--- src/rtl/mivc_regs.svh ---
/*
 * Register offsets, field positions, reset values and cycle counts of the
 * interrupt recognition and vectoring block.
 * Assumes a 32-bit APB slave decode on byte addresses.
 */
`ifndef MIVC_REGS_SVH
`define MIVC_REGS_SVH

`define MIVC_OFF_IE 12'h000
`define MIVC_OFF_PRIO 12'h004
`define MIVC_OFF_XEN1 12'h008
`define MIVC_OFF_XPR1 12'h00c
`define MIVC_OFF_XEN2 12'h010
`define MIVC_OFF_XPR2 12'h014
`define MIVC_OFF_PEND 12'h018
`define MIVC_OFF_IND_ADDR 12'h01c
`define MIVC_OFF_IND_DATA 12'h020
`define MIVC_OFF_STATE 12'h024
`define MIVC_OFF_EVT_STAT 12'h028
`define MIVC_OFF_EVT_MASK 12'h02c

`define MIVC_NUM_SRC 19
`define MIVC_GLB_BIT 7
`define MIVC_IE_LO 0
`define MIVC_IE_HI 6
`define MIVC_E1_LO 7
`define MIVC_E1_HI 14
`define MIVC_E2_LO 15
`define MIVC_E2_HI 18
`define MIVC_ORD_ALARM 8
`define MIVC_ORD_WARN 15
`define MIVC_ORD_MATCH 16
`define MIVC_ORD_OSCF 17

`define MIVC_HWCLR_MASK 19'h0000f
`define MIVC_DIRECT_WR_MASK 19'h47eff
`define MIVC_IND_ALARM 8'h00
`define MIVC_IND_OSCF 8'h01

`define MIVC_RST_EN 19'h00000
`define MIVC_RST_PRIO 19'h00000
`define MIVC_RST_PEND 19'h00000
`define MIVC_EVT_CALL 0
`define MIVC_EVT_RET 1

`define MIVC_CALL_CYCLES 3'h5
`define MIVC_VEC_BASE 16'h0003
`define MIVC_VEC_STEP 16'h0008

`endif

--- src/rtl/mivc_pkg.sv ---
/*
 * Types shared by the interrupt vectoring block.
 * Assumes mivc_regs.svh provides the numeric constants.
 */
package mivc_pkg;
    typedef enum logic [1:0] {
        MIVC_IDLE = 2'b01,
        MIVC_CALL = 2'b10
    } mivc_state_type;
endpackage

--- src/rtl/mivc_ctrl.sv ---
/*
 * Interrupt recognition, two-level prioritisation and vectoring logic with
 * an APB register slave and a maskable event interrupt.
 * Assumes a core that pulses instr_done at each instruction boundary and
 * return_from_interrupt when a return finishes, and that performs the
 * five-cycle call while long_subroutine_call is high. Peripheral set
 * pulses arrive on pclk; supply-ok and port-match inputs are asynchronous.
 */
`include "mivc_regs.svh"
`timescale 1ns/1ps
`default_nettype none

module mivc_ctrl #(
    parameter int NSRC = `MIVC_NUM_SRC
) (
    input wire logic pclk,
    input wire logic presetn,
    input wire logic psel,
    input wire logic penable,
    input wire logic pwrite,
    input wire logic [11:0] paddr,
    input wire logic [31:0] pwdata,
    output logic [31:0] prdata,
    output logic pready,
    output logic pslverr,
    input wire logic [NSRC-1:0] src_set,
    input wire logic core_supply_ok,
    input wire logic battery_supply_ok,
    input wire logic port_match,
    input wire logic instr_done,
    input wire logic return_from_interrupt,
    output logic long_subroutine_call,
    output logic [15:0] vector_addr,
    output logic [4:0] vector_order,
    output logic irq
);
    import mivc_pkg::*;

    mivc_state_type state_ff, nxt_state;
    logic [NSRC-1:0] en_ff, prio_ff, pend_ff, nxt_pend;
    logic global_irq_enable_ff;
    logic [7:0] ind_addr_ff;
    logic [1:0] evt_stat_ff, evt_mask_ff, nxt_evt_stat;
    logic act_lo_ff, act_hi_ff, hold_ff;
    logic req_ff, req_hi_ff;
    logic [4:0] req_id_ff, gnt_id_ff;
    logic [2:0] call_cnt_ff;
    logic [31:0] prdata_ff;
    logic pready_ff, pslverr_ff, irq_ff, call_ff;
    logic [15:0] vec_ff;
    logic [2:0] sup_sync_ff, sup_meta_ff;

    // Lowest order number among the set bits
    function automatic logic [4:0] mivc_first(input logic [NSRC-1:0] v);
        logic [4:0] idx;
        idx = 5'h00;
        for (int i = NSRC - 1; i >= 0; i--) begin
            if (v[i]) begin
                idx = 5'(i);
            end
        end
        return idx;
    endfunction

    // Supply and port-match levels come from outside the clock domain
    always_ff @(posedge pclk or negedge presetn) begin
        if (!presetn) begin
            sup_meta_ff <= 3'h7;
            sup_sync_ff <= 3'h7;
        end else begin
            sup_meta_ff <= {~port_match, battery_supply_ok, core_supply_ok};
            sup_sync_ff <= sup_meta_ff;
        end
    end

    // Bus decode
    wire acc = psel && penable && pready_ff;
    wire wr = acc && pwrite;
    wire setup = psel && !penable && !pready_ff;
    wire wr_ie = wr && (paddr == `MIVC_OFF_IE);
    wire wr_prio = wr && (paddr == `MIVC_OFF_PRIO);
    wire wr_xen1 = wr && (paddr == `MIVC_OFF_XEN1);
    wire wr_xpr1 = wr && (paddr == `MIVC_OFF_XPR1);
    wire wr_xen2 = wr && (paddr == `MIVC_OFF_XEN2);
    wire wr_xpr2 = wr && (paddr == `MIVC_OFF_XPR2);
    wire wr_pend = wr && (paddr == `MIVC_OFF_PEND);
    wire wr_iadr = wr && (paddr == `MIVC_OFF_IND_ADDR);
    wire wr_idat = wr && (paddr == `MIVC_OFF_IND_DATA);
    wire wr_stat = wr && (paddr == `MIVC_OFF_EVT_STAT);
    wire wr_mask = wr && (paddr == `MIVC_OFF_EVT_MASK);
    wire mapped = (paddr <= `MIVC_OFF_EVT_MASK) && (paddr[1:0] == 2'h0);

    // Supply warning pends while either supply is reported not ok; the
    // flag is read-only, so only its enable or the global enable can stop vectoring
    wire warn_lvl = !(sup_sync_ff[0] && sup_sync_ff[1]);
    wire match_lvl = !sup_sync_ff[2];

    wire [NSRC-1:0] level_src = (NSRC'(warn_lvl) << `MIVC_ORD_WARN) |
        (NSRC'(match_lvl) << `MIVC_ORD_MATCH);
    wire [NSRC-1:0] eff_pend = pend_ff | level_src;

    // Eligibility and two-level arbitration, recomputed every cycle
    wire [NSRC-1:0] elig = global_irq_enable_ff ?
        (eff_pend & en_ff) : '0;
    wire [NSRC-1:0] elig_hi = elig & prio_ff;
    wire [NSRC-1:0] elig_lo = elig & ~prio_ff;
    wire can_hi = |elig_hi && !act_hi_ff;
    wire can_lo = |elig_lo && !act_hi_ff && !act_lo_ff;
    wire pick = can_hi || can_lo;
    wire [4:0] pick_id = can_hi ? mivc_first(elig_hi) :
        mivc_first(elig_lo);

    // Vector at an instruction boundary once the detect stage holds a
    // request; a just-finished return needs one more boundary first
    wire start_call = (state_ff == MIVC_CALL) ? 1'b0 :
        (req_ff && instr_done && !hold_ff &&
        !return_from_interrupt);
    wire call_end = (state_ff == MIVC_CALL) &&
        (call_cnt_ff == `MIVC_CALL_CYCLES - 3'h1);
    wire [15:0] vec_calc = `MIVC_VEC_BASE +
        16'(req_id_ff) * `MIVC_VEC_STEP;

    always_comb begin
        nxt_state = state_ff;
        case (state_ff)
            MIVC_IDLE: begin
                if (start_call) begin
                    nxt_state = MIVC_CALL;
                end
            end
            MIVC_CALL: begin
                if (call_end) begin
                    nxt_state = MIVC_IDLE;
                end
            end
            default: begin
                nxt_state = MIVC_IDLE;
            end
        endcase
    end

    // Pending flags: software write, hardware clear on vectoring of orders 0 to 3, then
    // peripheral set, which wins over both clears
    wire [NSRC-1:0] hw_clr = start_call ?
        ((NSRC'(1) << req_id_ff) & `MIVC_HWCLR_MASK) : '0;
    wire ind_alarm = ind_addr_ff == `MIVC_IND_ALARM;
    wire ind_oscf = ind_addr_ff == `MIVC_IND_OSCF;
    wire [NSRC-1:0] ind_mask = wr_idat ?
        ((NSRC'(ind_alarm) << `MIVC_ORD_ALARM) |
        (NSRC'(ind_oscf) << `MIVC_ORD_OSCF)) : '0;
    wire [NSRC-1:0] dir_mask = wr_pend ? `MIVC_DIRECT_WR_MASK : '0;
    wire [NSRC-1:0] wmask = dir_mask | ind_mask;
    wire [NSRC-1:0] wval = wr_pend ? pwdata[NSRC-1:0] :
        {NSRC{pwdata[0]}};

    always_comb begin
        nxt_pend = (pend_ff & ~wmask) | (wval & wmask);
        nxt_pend = nxt_pend & ~hw_clr;
        nxt_pend = nxt_pend | src_set;
        nxt_pend[`MIVC_ORD_WARN] = 1'b0;
        nxt_pend[`MIVC_ORD_MATCH] = 1'b0;
    end

    // Event status: set wins over the write-one clear
    always_comb begin
        nxt_evt_stat = evt_stat_ff & ~(wr_stat ? pwdata[1:0] : 2'h0);
        nxt_evt_stat[`MIVC_EVT_CALL] = nxt_evt_stat[`MIVC_EVT_CALL] |
            start_call;
        nxt_evt_stat[`MIVC_EVT_RET] = nxt_evt_stat[`MIVC_EVT_RET] |
            return_from_interrupt;
    end

    // Direct pending view hides the indirectly held flags
    wire [NSRC-1:0] dir_view = eff_pend & ~((NSRC'(1) << `MIVC_ORD_ALARM) |
        (NSRC'(1) << `MIVC_ORD_OSCF));
    wire ind_bit = ind_alarm ? pend_ff[`MIVC_ORD_ALARM] :
        (ind_oscf ? pend_ff[`MIVC_ORD_OSCF] : 1'b0);
    wire [31:0] rd_mux =
        (paddr == `MIVC_OFF_IE) ?
            32'({global_irq_enable_ff, en_ff[`MIVC_IE_HI:`MIVC_IE_LO]}) :
        (paddr == `MIVC_OFF_PRIO) ?
            32'(prio_ff[`MIVC_IE_HI:`MIVC_IE_LO]) :
        (paddr == `MIVC_OFF_XEN1) ? 32'(en_ff[`MIVC_E1_HI:`MIVC_E1_LO]) :
        (paddr == `MIVC_OFF_XPR1) ? 32'(prio_ff[`MIVC_E1_HI:`MIVC_E1_LO]) :
        (paddr == `MIVC_OFF_XEN2) ? 32'(en_ff[`MIVC_E2_HI:`MIVC_E2_LO]) :
        (paddr == `MIVC_OFF_XPR2) ? 32'(prio_ff[`MIVC_E2_HI:`MIVC_E2_LO]) :
        (paddr == `MIVC_OFF_PEND) ? 32'(dir_view) :
        (paddr == `MIVC_OFF_IND_ADDR) ? 32'(ind_addr_ff) :
        (paddr == `MIVC_OFF_IND_DATA) ? 32'(ind_bit) :
        (paddr == `MIVC_OFF_STATE) ? 32'({req_id_ff, req_hi_ff, req_ff,
            hold_ff, act_hi_ff, act_lo_ff, state_ff}) :
        (paddr == `MIVC_OFF_EVT_STAT) ? 32'(evt_stat_ff) :
        (paddr == `MIVC_OFF_EVT_MASK) ? 32'(evt_mask_ff) : 32'h0;

    // APB slave: no wait states, answer registered
    always_ff @(posedge pclk or negedge presetn) begin
        if (!presetn) begin
            pready_ff <= 1'b0;
            pslverr_ff <= 1'b0;
            prdata_ff <= 32'h0;
        end else begin
            pready_ff <= setup;
            pslverr_ff <= setup && !mapped;
            prdata_ff <= setup ? rd_mux : 32'h0;
        end
    end

    // Enables and priorities; low priority after reset
    always_ff @(posedge pclk or negedge presetn) begin
        if (!presetn) begin
            en_ff <= `MIVC_RST_EN;
            prio_ff <= `MIVC_RST_PRIO;
            global_irq_enable_ff <= 1'b0;
        end else begin
            if (wr_ie) begin
                global_irq_enable_ff <= pwdata[`MIVC_GLB_BIT];
                en_ff[`MIVC_IE_HI:`MIVC_IE_LO] <= pwdata[6:0];
            end
            if (wr_prio) prio_ff[`MIVC_IE_HI:`MIVC_IE_LO] <= pwdata[6:0];
            if (wr_xen1) en_ff[`MIVC_E1_HI:`MIVC_E1_LO] <= pwdata[7:0];
            if (wr_xpr1) prio_ff[`MIVC_E1_HI:`MIVC_E1_LO] <= pwdata[7:0];
            if (wr_xen2) en_ff[`MIVC_E2_HI:`MIVC_E2_LO] <= pwdata[3:0];
            if (wr_xpr2) prio_ff[`MIVC_E2_HI:`MIVC_E2_LO] <= pwdata[3:0];
        end
    end

    always_ff @(posedge pclk or negedge presetn) begin
        if (!presetn) begin
            pend_ff <= `MIVC_RST_PEND;
            ind_addr_ff <= 8'h00;
            evt_stat_ff <= 2'h0;
            evt_mask_ff <= 2'h0;
            irq_ff <= 1'b0;
        end else begin
            pend_ff <= nxt_pend;
            if (wr_iadr) ind_addr_ff <= pwdata[7:0];
            if (wr_mask) evt_mask_ff <= pwdata[1:0];
            evt_stat_ff <= nxt_evt_stat;
            irq_ff <= |(nxt_evt_stat & evt_mask_ff);
        end
    end

    // Detect stage: one cycle from a set flag to a registered request
    always_ff @(posedge pclk or negedge presetn) begin
        if (!presetn) begin
            req_ff <= 1'b0;
            req_hi_ff <= 1'b0;
            req_id_ff <= 5'h00;
        end else begin
            req_ff <= pick && !start_call;
            req_hi_ff <= can_hi;
            req_id_ff <= pick_id;
        end
    end

    // Active levels and the post-return hold
    always_ff @(posedge pclk or negedge presetn) begin
        if (!presetn) begin
            act_lo_ff <= 1'b0;
            act_hi_ff <= 1'b0;
            hold_ff <= 1'b0;
        end else begin
            if (start_call && req_hi_ff) begin
                act_hi_ff <= 1'b1;
            end else if (start_call) begin
                act_lo_ff <= 1'b1;
            end else if (return_from_interrupt && act_hi_ff) begin
                act_hi_ff <= 1'b0;
            end else if (return_from_interrupt) begin
                act_lo_ff <= 1'b0;
            end
            // Return plus the following instruction bounds the worst case
            if (return_from_interrupt) begin
                hold_ff <= 1'b1;
            end else if (instr_done) begin
                hold_ff <= 1'b0;
            end
        end
    end

    // Call sequence towards the core
    always_ff @(posedge pclk or negedge presetn) begin
        if (!presetn) begin
            state_ff <= MIVC_IDLE;
            call_cnt_ff <= 3'h0;
            call_ff <= 1'b0;
            vec_ff <= 16'h0000;
            gnt_id_ff <= 5'h00;
        end else begin
            state_ff <= nxt_state;
            call_cnt_ff <= (state_ff == MIVC_CALL) ?
                call_cnt_ff + 3'h1 : 3'h0;
            call_ff <= (nxt_state == MIVC_CALL);
            if (start_call) begin
                vec_ff <= vec_calc;
                gnt_id_ff <= req_id_ff;
            end
        end
    end

    assign prdata = prdata_ff;
    assign pready = pready_ff;
    assign pslverr = pslverr_ff;
    assign long_subroutine_call = call_ff;
    assign vector_addr = vec_ff;
    assign vector_order = gnt_id_ff;
    assign irq = irq_ff;
endmodule

`default_nettype wire

--- config.mk ---
export PLATFORM = sky130hd
export DESIGN_NAME = mivc_ctrl
export DESIGN_NICKNAME = d
export VERILOG_FILES = /design/src/rtl/mivc_pkg.sv /design/src/rtl/mivc_ctrl.sv
export VERILOG_INCLUDE_DIRS = /design/src /design/src/rtl
export SDC_FILE = /design/constraint.sdc
export NUM_CORES = 1
export LEC_CHECK = 0
export BUFFER_PORTS_ARGS = -buffer_cell sky130_fd_sc_hd__buf_2
export CAP_MARGIN = 20
export CELL_PAD_IN_SITES_DETAIL_PLACEMENT = 1
export CELL_PAD_IN_SITES_GLOBAL_PLACEMENT = 1
export CORE_MARGIN = 10
export CORE_UTILIZATION = 46
export CTS_CLUSTER_DIAMETER = 80
export DETAILED_ROUTE_END_ITERATION = 7
export PLACE_DENSITY_LB_ADDON = 0.1
export SYNTH_ARGS = -nofsm -noshare
export SYNTH_HDL_FRONTEND = slang
export SYNTH_SLANG_ARGS = --single-unit
--- constraint.sdc ---
create_clock -name pclk -period 3.2 [get_ports pclk]
set_input_delay 0.16 -clock pclk [delete_from_list [all_inputs] [get_ports pclk]]
set_output_delay 0.16 -clock pclk [all_outputs]
set_load 0.02 [all_outputs]
== After elaboration in Yosys (flattened, before gate mapping) ==
Cells that the tools add are included.
Word-level totals
  bits in registers: 133
  input bits: 73
  word-level logic and storage cells: 196
Operators by class
  add/sub/neg operators: 2
  magnitude comparators: 1
  equal/unequal tests: 18
  shift operators: 1
  multiplexer cells: 73
  bitwise logic cells: 22
  reduce and logical (&&, ||, !) cells: 51
Operators with widths (number)
  19-bit two-way mux: 11
  5-bit two-way mux: 39
  19-bit AND: 6
  12-bit by 5-bit equality test with 1-bit output, second input constant: 4
  12-bit by 6-bit equality test with 1-bit output, second input constant: 4
  19-bit inverter: 2
  19-bit OR: 2
  19-bit OR reduction: 2
  12-bit two-way mux: 3
  1-bit logical AND: 29
  12-bit by 4-bit equality test with 1-bit output, second input constant: 2
  4-bit inverter with 19-bit output: 1
  19-bit by 17-bit OR with 19-bit output: 1
  19-bit by 18-bit OR with 19-bit output: 1
  18-bit two-way mux: 1
  9-bit by 18-bit OR with 18-bit output: 1
  16-bit by 17-bit OR with 17-bit output: 1
  12-bit by 3-bit equality test with 1-bit output, second input constant: 1
  12-bit by 6-bit <= comparator with 1-bit output, second input constant: 1
  12-bit zero test: 1
  1-bit two-way mux: 11
  1-bit zero test: 10
  2-bit two-way mux: 5
  2-bit by 8-bit adder with 9-bit output, first input constant: 1
  22 further kinds: 28

== Longest topological paths before layout ==
Gate-level depths: netlist of run 1.
  depth after elaboration: 27
  gate-level depth with buffers: 8

== Worst setup path before layout of run 1 ==
OpenSTA, ideal clock, no wires.
  kind: register to register
  start: register state_ff[0]
  end: register call_ff (netlist: long_subroutine_call)
  arrival time: 1.967 ns
  data required time: 3.114 ns
  setup slack: 1.147 ns
  stages on the path, launching flop included: 8
  buffers on the path: 1
  clock period less this slack: 2.053 ns
  path through: dfstp_2 > inv_1 > ha_1 > or4_1 > clkbuf_1 > a31o_2 > a21o_1 > nor3_1
Between the ends
  word-level cells in the longest chain between the ends: 5
Ends and longest elaborated chain
  from (decl): line mivc_ctrl.sv:39  | mivc_state_type state_ff, nxt_state;
  from (signal assigned): line mivc_ctrl.sv:290  | state_ff <= nxt_state;
  2-bit equality test: line mivc_ctrl.sv:115, mivc_ctrl.sv:118, mivc_ctrl.sv:125
  1-bit two-way mux or 1-bit logical AND (tied branches): line mivc_ctrl.sv:115, mivc_ctrl.sv:118
  2-bit two-way mux (on tied branches): line mivc_ctrl.sv:127, mivc_ctrl.sv:132
  2-bit one-hot mux with 2 select lines (*): line mivc_ctrl.sv:125  | case (state_ff)
  named net nxt_state[0]: line mivc_ctrl.sv:39
  2-bit equality test (*): line mivc_ctrl.sv:293  | call_ff <= (nxt_state == MIVC_CALL);
  to (signal assigned): line mivc_ctrl.sv:293
  to (decl): line mivc_ctrl.sv:49  | logic pready_ff, pslverr_ff, irq_ff, call_ff;
The timed path passes the listed nets; every way through them passes the cells marked *.
A chain may end at the register's enable or synchronous reset.

== Worst setup path after layout of run 1 ==
  start: register global_irq_enable_ff
  end: register req_id_ff[0]
Between the ends
  word-level cells in the longest chain between the ends: 21
Ends and longest elaborated chain
  from (decl): line mivc_ctrl.sv:41  | logic global_irq_enable_ff;
  from (signal assigned): line mivc_ctrl.sv:216  | global_irq_enable_ff <= pwdata[`MIVC_GLB_BIT];
  19-bit two-way mux (*): line mivc_ctrl.sv:103  | wire [NSRC-1:0] elig = global_irq_enable_ff ?
  19-bit AND (on tied branches): line mivc_ctrl.sv:106, mivc_ctrl.sv:105
  5-bit two-way mux (18 in series): line mivc_ctrl.sv:58  | if (v[i]) begin
  5-bit two-way mux (*): line mivc_ctrl.sv:110  | wire [4:0] pick_id = can_hi ? mivc_first(elig_hi) :
  named net pick_id[0]: line mivc_ctrl.sv:110
  to (signal assigned): line mivc_ctrl.sv:252  | req_id_ff <= pick_id;
  to (decl): line mivc_ctrl.sv:46  | logic [4:0] req_id_ff, gnt_id_ff;
Marks and branches as above.

==> results of run 1 <==
-- stage by stage --
step | power, W | util [%]
after floorplan | 0.00166 | -
after global placement | 0.00174 | 51.2
after detailed placement | 0.00176 | 51.2
after CTS | 0.00354 | 57.4
after global routing | 0.00363 | 57.4
final | 0.00352 | 57.4
-- state kept, by name, indices dropped and copies added (netlist names), 2 cells and up --
name	flops
evt_stat_ff	2
evt_mask_ff	2
sup_meta_ff	3
call_cnt_ff	3
vector_order	4
req_id_ff	5
prdata	18
vector_addr	2
pend_ff	17
state_ff	2
en_ff	19
ind_addr_ff	8
prio_ff	19
sup_sync_ff	3
-- final cells by class --
class / count / area (um^2) / share of cell area (%)
Tap cell: 176 / 220 / 2.87
Clock inverter: 9 / 80.1 / 1.05
Timing Repair Buffer: 129 / 858 / 11.2
Multi-Input combinational cell: 447 / 3060 / 39.9
Sequential cell: 117 / 2940 / 38.3
Inverter: 13 / 48.8 / 0.637
Clock buffer: 23 / 458 / 5.98
-- where the power goes --
group          switching (W)  total [W]  internal (W)  leakage [nW]
sequential        0.00000948    0.00151       0.00150          1.51
clock               0.000678    0.00176       0.00108         0.265
combinational       0.000159   0.000249     0.0000895          1.81
-- synth_stat cells (all sizes together), types with 6 or more instances --
master / n
nor2b: 19
nor4: 9
nand2: 53
clkbuf: 16
nand3: 18
nand4b: 11
and2: 12
a21o: 6
mux2: 51
nor3: 17
mux2i: 11
buf: 39
inv: 13
a211o: 13
o21ai: 27
a22oi: 8
nand2b: 9
nor2: 32
dfstp: 7
dfrtp: 110
a21oi: 29
o22ai: 9
nand4: 23
-- path summary, 6_finish.rpt --
kind	from	endpoint	slack [ns]	cells past startpoint
min	instr_done	hold_ff	0.02	3
max	global_irq_enable_ff	req_id_ff[0]	0.23	7
min reg2reg	sup_meta_ff[1]	sup_sync_ff[1]	0.35	0
max reg2reg	global_irq_enable_ff	req_id_ff[0]	0.23	7
min in group asynchronous	presetn	call_cnt_ff[1]	0.28	2
max in group asynchronous	presetn	sup_meta_ff[1]	2.07	3
-- logic make-up (layout without fill, tap and decap cells) --
family	Yosys count	count (layout)
AOI/OAI and AO/OA	127	127
buffers and inverters	68	174
xor gates and xnor gates	1	1
adders and majority gates	4	4
muxes	64	64
other	1	23
DFF	117	117
and+or+nand+nor	228	228
-- per-layer routing --
metal | track usage [%] | vias up
met2 | 37.2 | 203
met5 | 0 | -
met4 | 6.38 | 0
li1 | - | 2435
met3 | 5.65 | 32
met1 | 28.7 | 2833
-- cell usage in the layout, fill, tap and decap left out, types with 5 or more instances in the layout --
cell | Yosys | routed
a21o_1 | 6 | 6
nor2_1 | 32 | 32
dlygate4sd3_1 | 0 | 29
mux2i_1 | 11 | 11
o22ai_1 | 9 | 9
and2_1 | 11 | 11
inv_1 | 13 | 13
nand4_1 | 23 | 23
mux2_2 | 51 | 51
clkinv_2 | 0 | 5
conb_1 | 1 | 23
a22oi_1 | 8 | 8
nand4b_1 | 11 | 11
nor3_1 | 16 | 16
nor2b_1 | 19 | 19
a21oi_1 | 29 | 29
buf_2 | 5 | 88
nand2b_1 | 9 | 9
a211o_1 | 13 | 13
nand3_1 | 17 | 17
dfrtp_1 | 110 | 110
buf_4 | 30 | 9
clkbuf_1 | 16 | 5
o21ai_0 | 27 | 27
clkbuf_16 | 0 | 17
dfstp_2 | 7 | 7
nand2_1 | 52 | 52
-- critical path, stage by stage (launching register included) --
cell	delay, ns
dfrtp_1	0.83
buf_12	0.24
nor4bb_1	0.70
nor2b_1	0.20
o2111ai_1	0.23
nand3_1	0.13
a221oi_1	0.38
o32ai_1	0.13
==> run metrics, run 1 <==
status=completed; first-pass GRT wire length=32400 um; crit path max fanout=22; Layout Skew=between 0.01 and 0.015 ns; CP Launch Type=flop; min cycle time layout=2.97 ns; Rows=42; Starting Density=a little under half; DRC=0; Core Footprint=13300 um^2; post-synthesis sequential area ratio=a little under half; yosys warns=0; synth unique cells=approximately 70; post-cts repair resize count=0; Clk Latency, worst-skew pair=0.43 ns; Area after DPL=6830 um^2; Die Ht=137 um; router iterations before antenna repair=5; Mapped Cells=610; Post-synth EDFFs=0; #FFs+latches synth=117; largest cells by area after synthesis=dfrtp_1, mux2_2, buf_4; max_cap viols=0; final cycle utilization of the critical path=93.0%; PwrDens=459 nW/um^2; Max Slew Vio Count=0; slew margin rel.=42.3%; XOR/XNOR Fraction of Synth Area=0.139%; initial antenna violation count=0; Placement Setup Slack=0.550 ns; Worst IR Drop VDD=0.000380 V; ys flop type=dfrtp_1; fill cell count=roughly 1500; Cells after DPL=between 800 and 900; Crit. End Element=flop; antenna cells=0; Post-Synth Simple-Gate Area=21.2%; DP HPWL=15300 um; clk sinks=between 100 and 150; grt ovf=0; area share of the largest cell type after synthesis=43.7%; RSZ-0062 raised after global routing=false; Critical Path RT=3.50 ns; H-tree levels=4; remaining antenna violation count=0; DR vias/cell=about 6; met3 wire length=1470 um; top layer in use=met4; final setup TNS=0 ns; post-synthesis compound-gate area fraction=between 10% and 20%; I/O pin cnt=130; Worst-path clk slew=0.06 ns; vias in the first global route=5653; total track usage=a little under a quarter; Synth Area per Inst=slightly above 10 um^2; Post-Synth Adder-Cell Area=0.795%; fraction of layout cells with a size suffix above 1=27.2%; Worst Setup Path Type=flop to flop; DR vias=approximately 5500; CTS buffer count=17; CTS tree=yes; met2 wire len=10600 um; Final Net Count=802; final instance area=7660 um^2; Post-Layout Cell Count=approximately 910; area leader, netlist=dfrtp_1; post-synthesis instance area=6290 um^2; Routed WL per cell=23.1 um; final WL=21100 um; fin worst setup slack=0.225 ns; Hold Slack=roughly 0.017 ns; largest family of logic cells by synthesized area=simple AND/OR/NAND/NOR gates; Leakage Power=3.58 nW; hold buffers post-CTS=29; HP Class=primary input to flop; Worst EP arrival=3.28 ns; Area Overhead vs Synth=21.7%; Post-CTS Setup Repair Bufs=0; Least-Margin Pin Slew=0.854 ns; die width=137 um; Final Wtd Congestion=0.902; largest net degree at the start of global routing=74; post-synthesis async set-or-reset flop share=100%; die area=18800 um^2; Fmax=0.336 GHz; root buf cell=clkbuf_16; clock buffer depth=2; M1 wire length=8710 um; Setup violations, final=0; Final Hold Viols=0; port bufs=89; DR iter-0 viols=434; post-synthesis mux area share=11.6%
Power figures use the tool's default switching activity.
==> run 2, diff against run 1 <==
- CORE_UTILIZATION: 46 -> 39
- clock period: 3.2 -> 2.6 ns (I/O delays scaled with it)
==> run 2 against run 1 <==
  * Routed wire length is 3.7% higher
  * Clock power is 43% higher
  * Non-clock buffer count is 20 higher
  * Final cell count is 6.6% higher
  * Critical path type unchanged
  * Worst hold slack hardly changed
  * Critical path depth is 1 lower
==> run metrics, run 2 (same netlist as run 1, synthesis figures left out) <==
Critical Path Slowest Stage Cell=dlygate4sd3_1; highest-count cells in the layout ignoring fill and taps=dfrtp_1, buf_2, nand2_1; total track usage=20.4%; Cells after DPL=slightly above 900; Post-Layout Cell Count=974; Worst Setup Path Type=flop to flop; die area=21600 um^2; final setup TNS=0 ns; cell count along the critical path=6; Die Ht=147 um; hold endpoint=pend_ff[5]; Area after DPL=7020 um^2; DR iter-0 viols=367; HP Class=primary input to flop; CP delay by family, top=simple AND/OR/NAND/NOR gates; Final Hold Viols=0; H-tree levels=4; clk sinks=117; Least-Margin Pin Slew=0.654 ns; Reg2Reg Capture Point=pend_ff[18]; Clk Latency, worst-skew pair=0.42 ns; initial antenna violation count=0; combinational power share=6.7%; max_cap viols=0; min cycle time layout=2.45 ns; CP cell instances=nand4_1 > nor3_4 > buf_12 > nor2b_1 > a211o_1 > dlygate4sd3_1; DP HPWL=about 16000 um; Post-CTS Setup Repair Bufs=0; Leakage Power=3.72 nW; vias in the first global route=a little under 6000; DRC=0; clock buffer depth=2; commonest non-fill, non-tap cell in the layout=dfrtp_1; CP startpoint=pready; R2R Path Start=pready; Crit. End Element=flop; CP max stage delay=0.55 ns; Hold Crit Depth=2; switching power total=0.00104 W; first-pass GRT wire length=approximately 34000 um; Critical Path RT=2.90 ns; Max Slew Vio Count=0; Final Wtd Congestion=0.909; port bufs=89; Worst EP arrival=2.75 ns; Setup violations, final=0; Layout Skew=approximately 0.0065 ns; Starting Density=39.8%; CTS tree=yes; DR vias=5429; worst path buffer plus inverter count=2; antenna cells=0; status=completed; Fmax=0.408 GHz; root buf cell=clkbuf_16; remaining antenna violation count=0; CTS buffer count=17; Hold Crit Start=pwdata[5]; Routed WL per cell=around 23 um; Sw Share=22.2%; Worst IR Drop VDD=around 0.00046 V; router iterations before antenna repair=4; Internal=0.00363 W; Reg2Reg Setup Slack=0.15 ns; fraction of layout cells with a size suffix above 1=just under 30%; Final Net Count=about 820; final cycle utilization of the critical path=94.2%; fill cell count=1791; final instance area=7960 um^2; crit path max fanout=28; DR vias/cell=5.57; die width=147 um; Seq pwr share=39.7%; final WL=21900 um; I/O pin cnt=130; RSZ-0062 raised after global routing=false; Total Power=approximately 0.0047 W; Worst R2R Path Depth=6; Worst-path clk slew=0.05 ns; Clk pwr share=53.6%; largest net degree at the start of global routing=118; PwrDens=~590 nW/um^2; Core Footprint=15800 um^2; Rows=46; grt ovf=0; slew margin rel.=56.4%; Area Overhead vs Synth=26.5%; CP Launch Type=flop
run 2: cell types whose count changed in the layout (fill, tap and decap cells not counted):
cell,previous run,this run
clkbuf_8,1,3
clkinv_4,2,1
bufinv_16,1,4
clkbuf_1,5,4
dlygate4sd3_1,29,31
nor4_4,3,4
clkinv_2,5,2
buf_4,9,27
nor4_2,3,2
run 2: cell type report:
cell class | count | area (um^2) | share of cell area (%)
Clock buffer | 24 | 482 | 6.05
Clock inverter | 8 | 146 | 1.84
Inverter | 13 | 48.8 | 0.613
Multi-Input combinational cell | 447 | 3070 | 38.5
Sequential cell | 117 | 2940 | 36.9
Tap cell | 216 | 270 | 3.39
Timing Repair Buffer | 149 | 1010 | 12.7
run 2: power by group through the flow:
stage / registers [W] / logic [W] / clock network (W)
2_1_floorplan: 0.00189 / 0.000162 / 0
3_3_place_gp: 0.00189 / 0.000265 / 0
3_5_place_dp: 0.00189 / 0.000280 / 0
4_1_cts: 0.00186 / 0.000309 / 0.00256
5_1_grt: 0.00186 / 0.000340 / 0.00264
6_report: 0.00186 / 0.000311 / 0.00251
run 2: stage by stage:
stage / hold slack, ns / util (%) / worst slack [ns]
floorplan: -0.166 / - / 0.547
global placement: 0.236 / 44.3 / 0.293
detailed placement: 0.236 / 44.3 / 0.193
CTS: 0.0121 / 50.3 / 0.140
global route: 0.0277 / 50.3 / 0.0166
finish: 0.0167 / 50.3 / 0.151
run 2: worst max-delay path by stage:
stage                                 endpoint  slack, ns
final                              pend_ff[18]       0.15
after CTS                           pend_ff[9]       0.14
after detailed placement          req_id_ff[2]       0.19
after global routing               pend_ff[18]       0.02
after global placement            req_id_ff[2]       0.29
after floorplan           long_subroutine_call       0.55
run 2: layer usage:
metal / global-route usage (%) / wire [um]
met1: 25.7 / 9510
met3: 5.22 / 1150
met4: 5.55 / 323
met5: 0 / 0
met2: 33.8 / 10900
run 2: worst reg2reg max path: cells and delay by family (launching register included):
family / cells / cell delay, ns
flip-flops: 1 / 0.35
buffers and inverters: 2 / 0.80
AO/OA/AOI/OAI: 1 / 0.27
AND/OR/NAND/NOR: 3 / 0.91
run 2: repair_timing:
action | CTS | global route
endpoints found under the setup margin | 0 | 1
hold buffers | 31 | 0
resized for setup | 0 | 1
hold endpoints to repair | 134 | 0
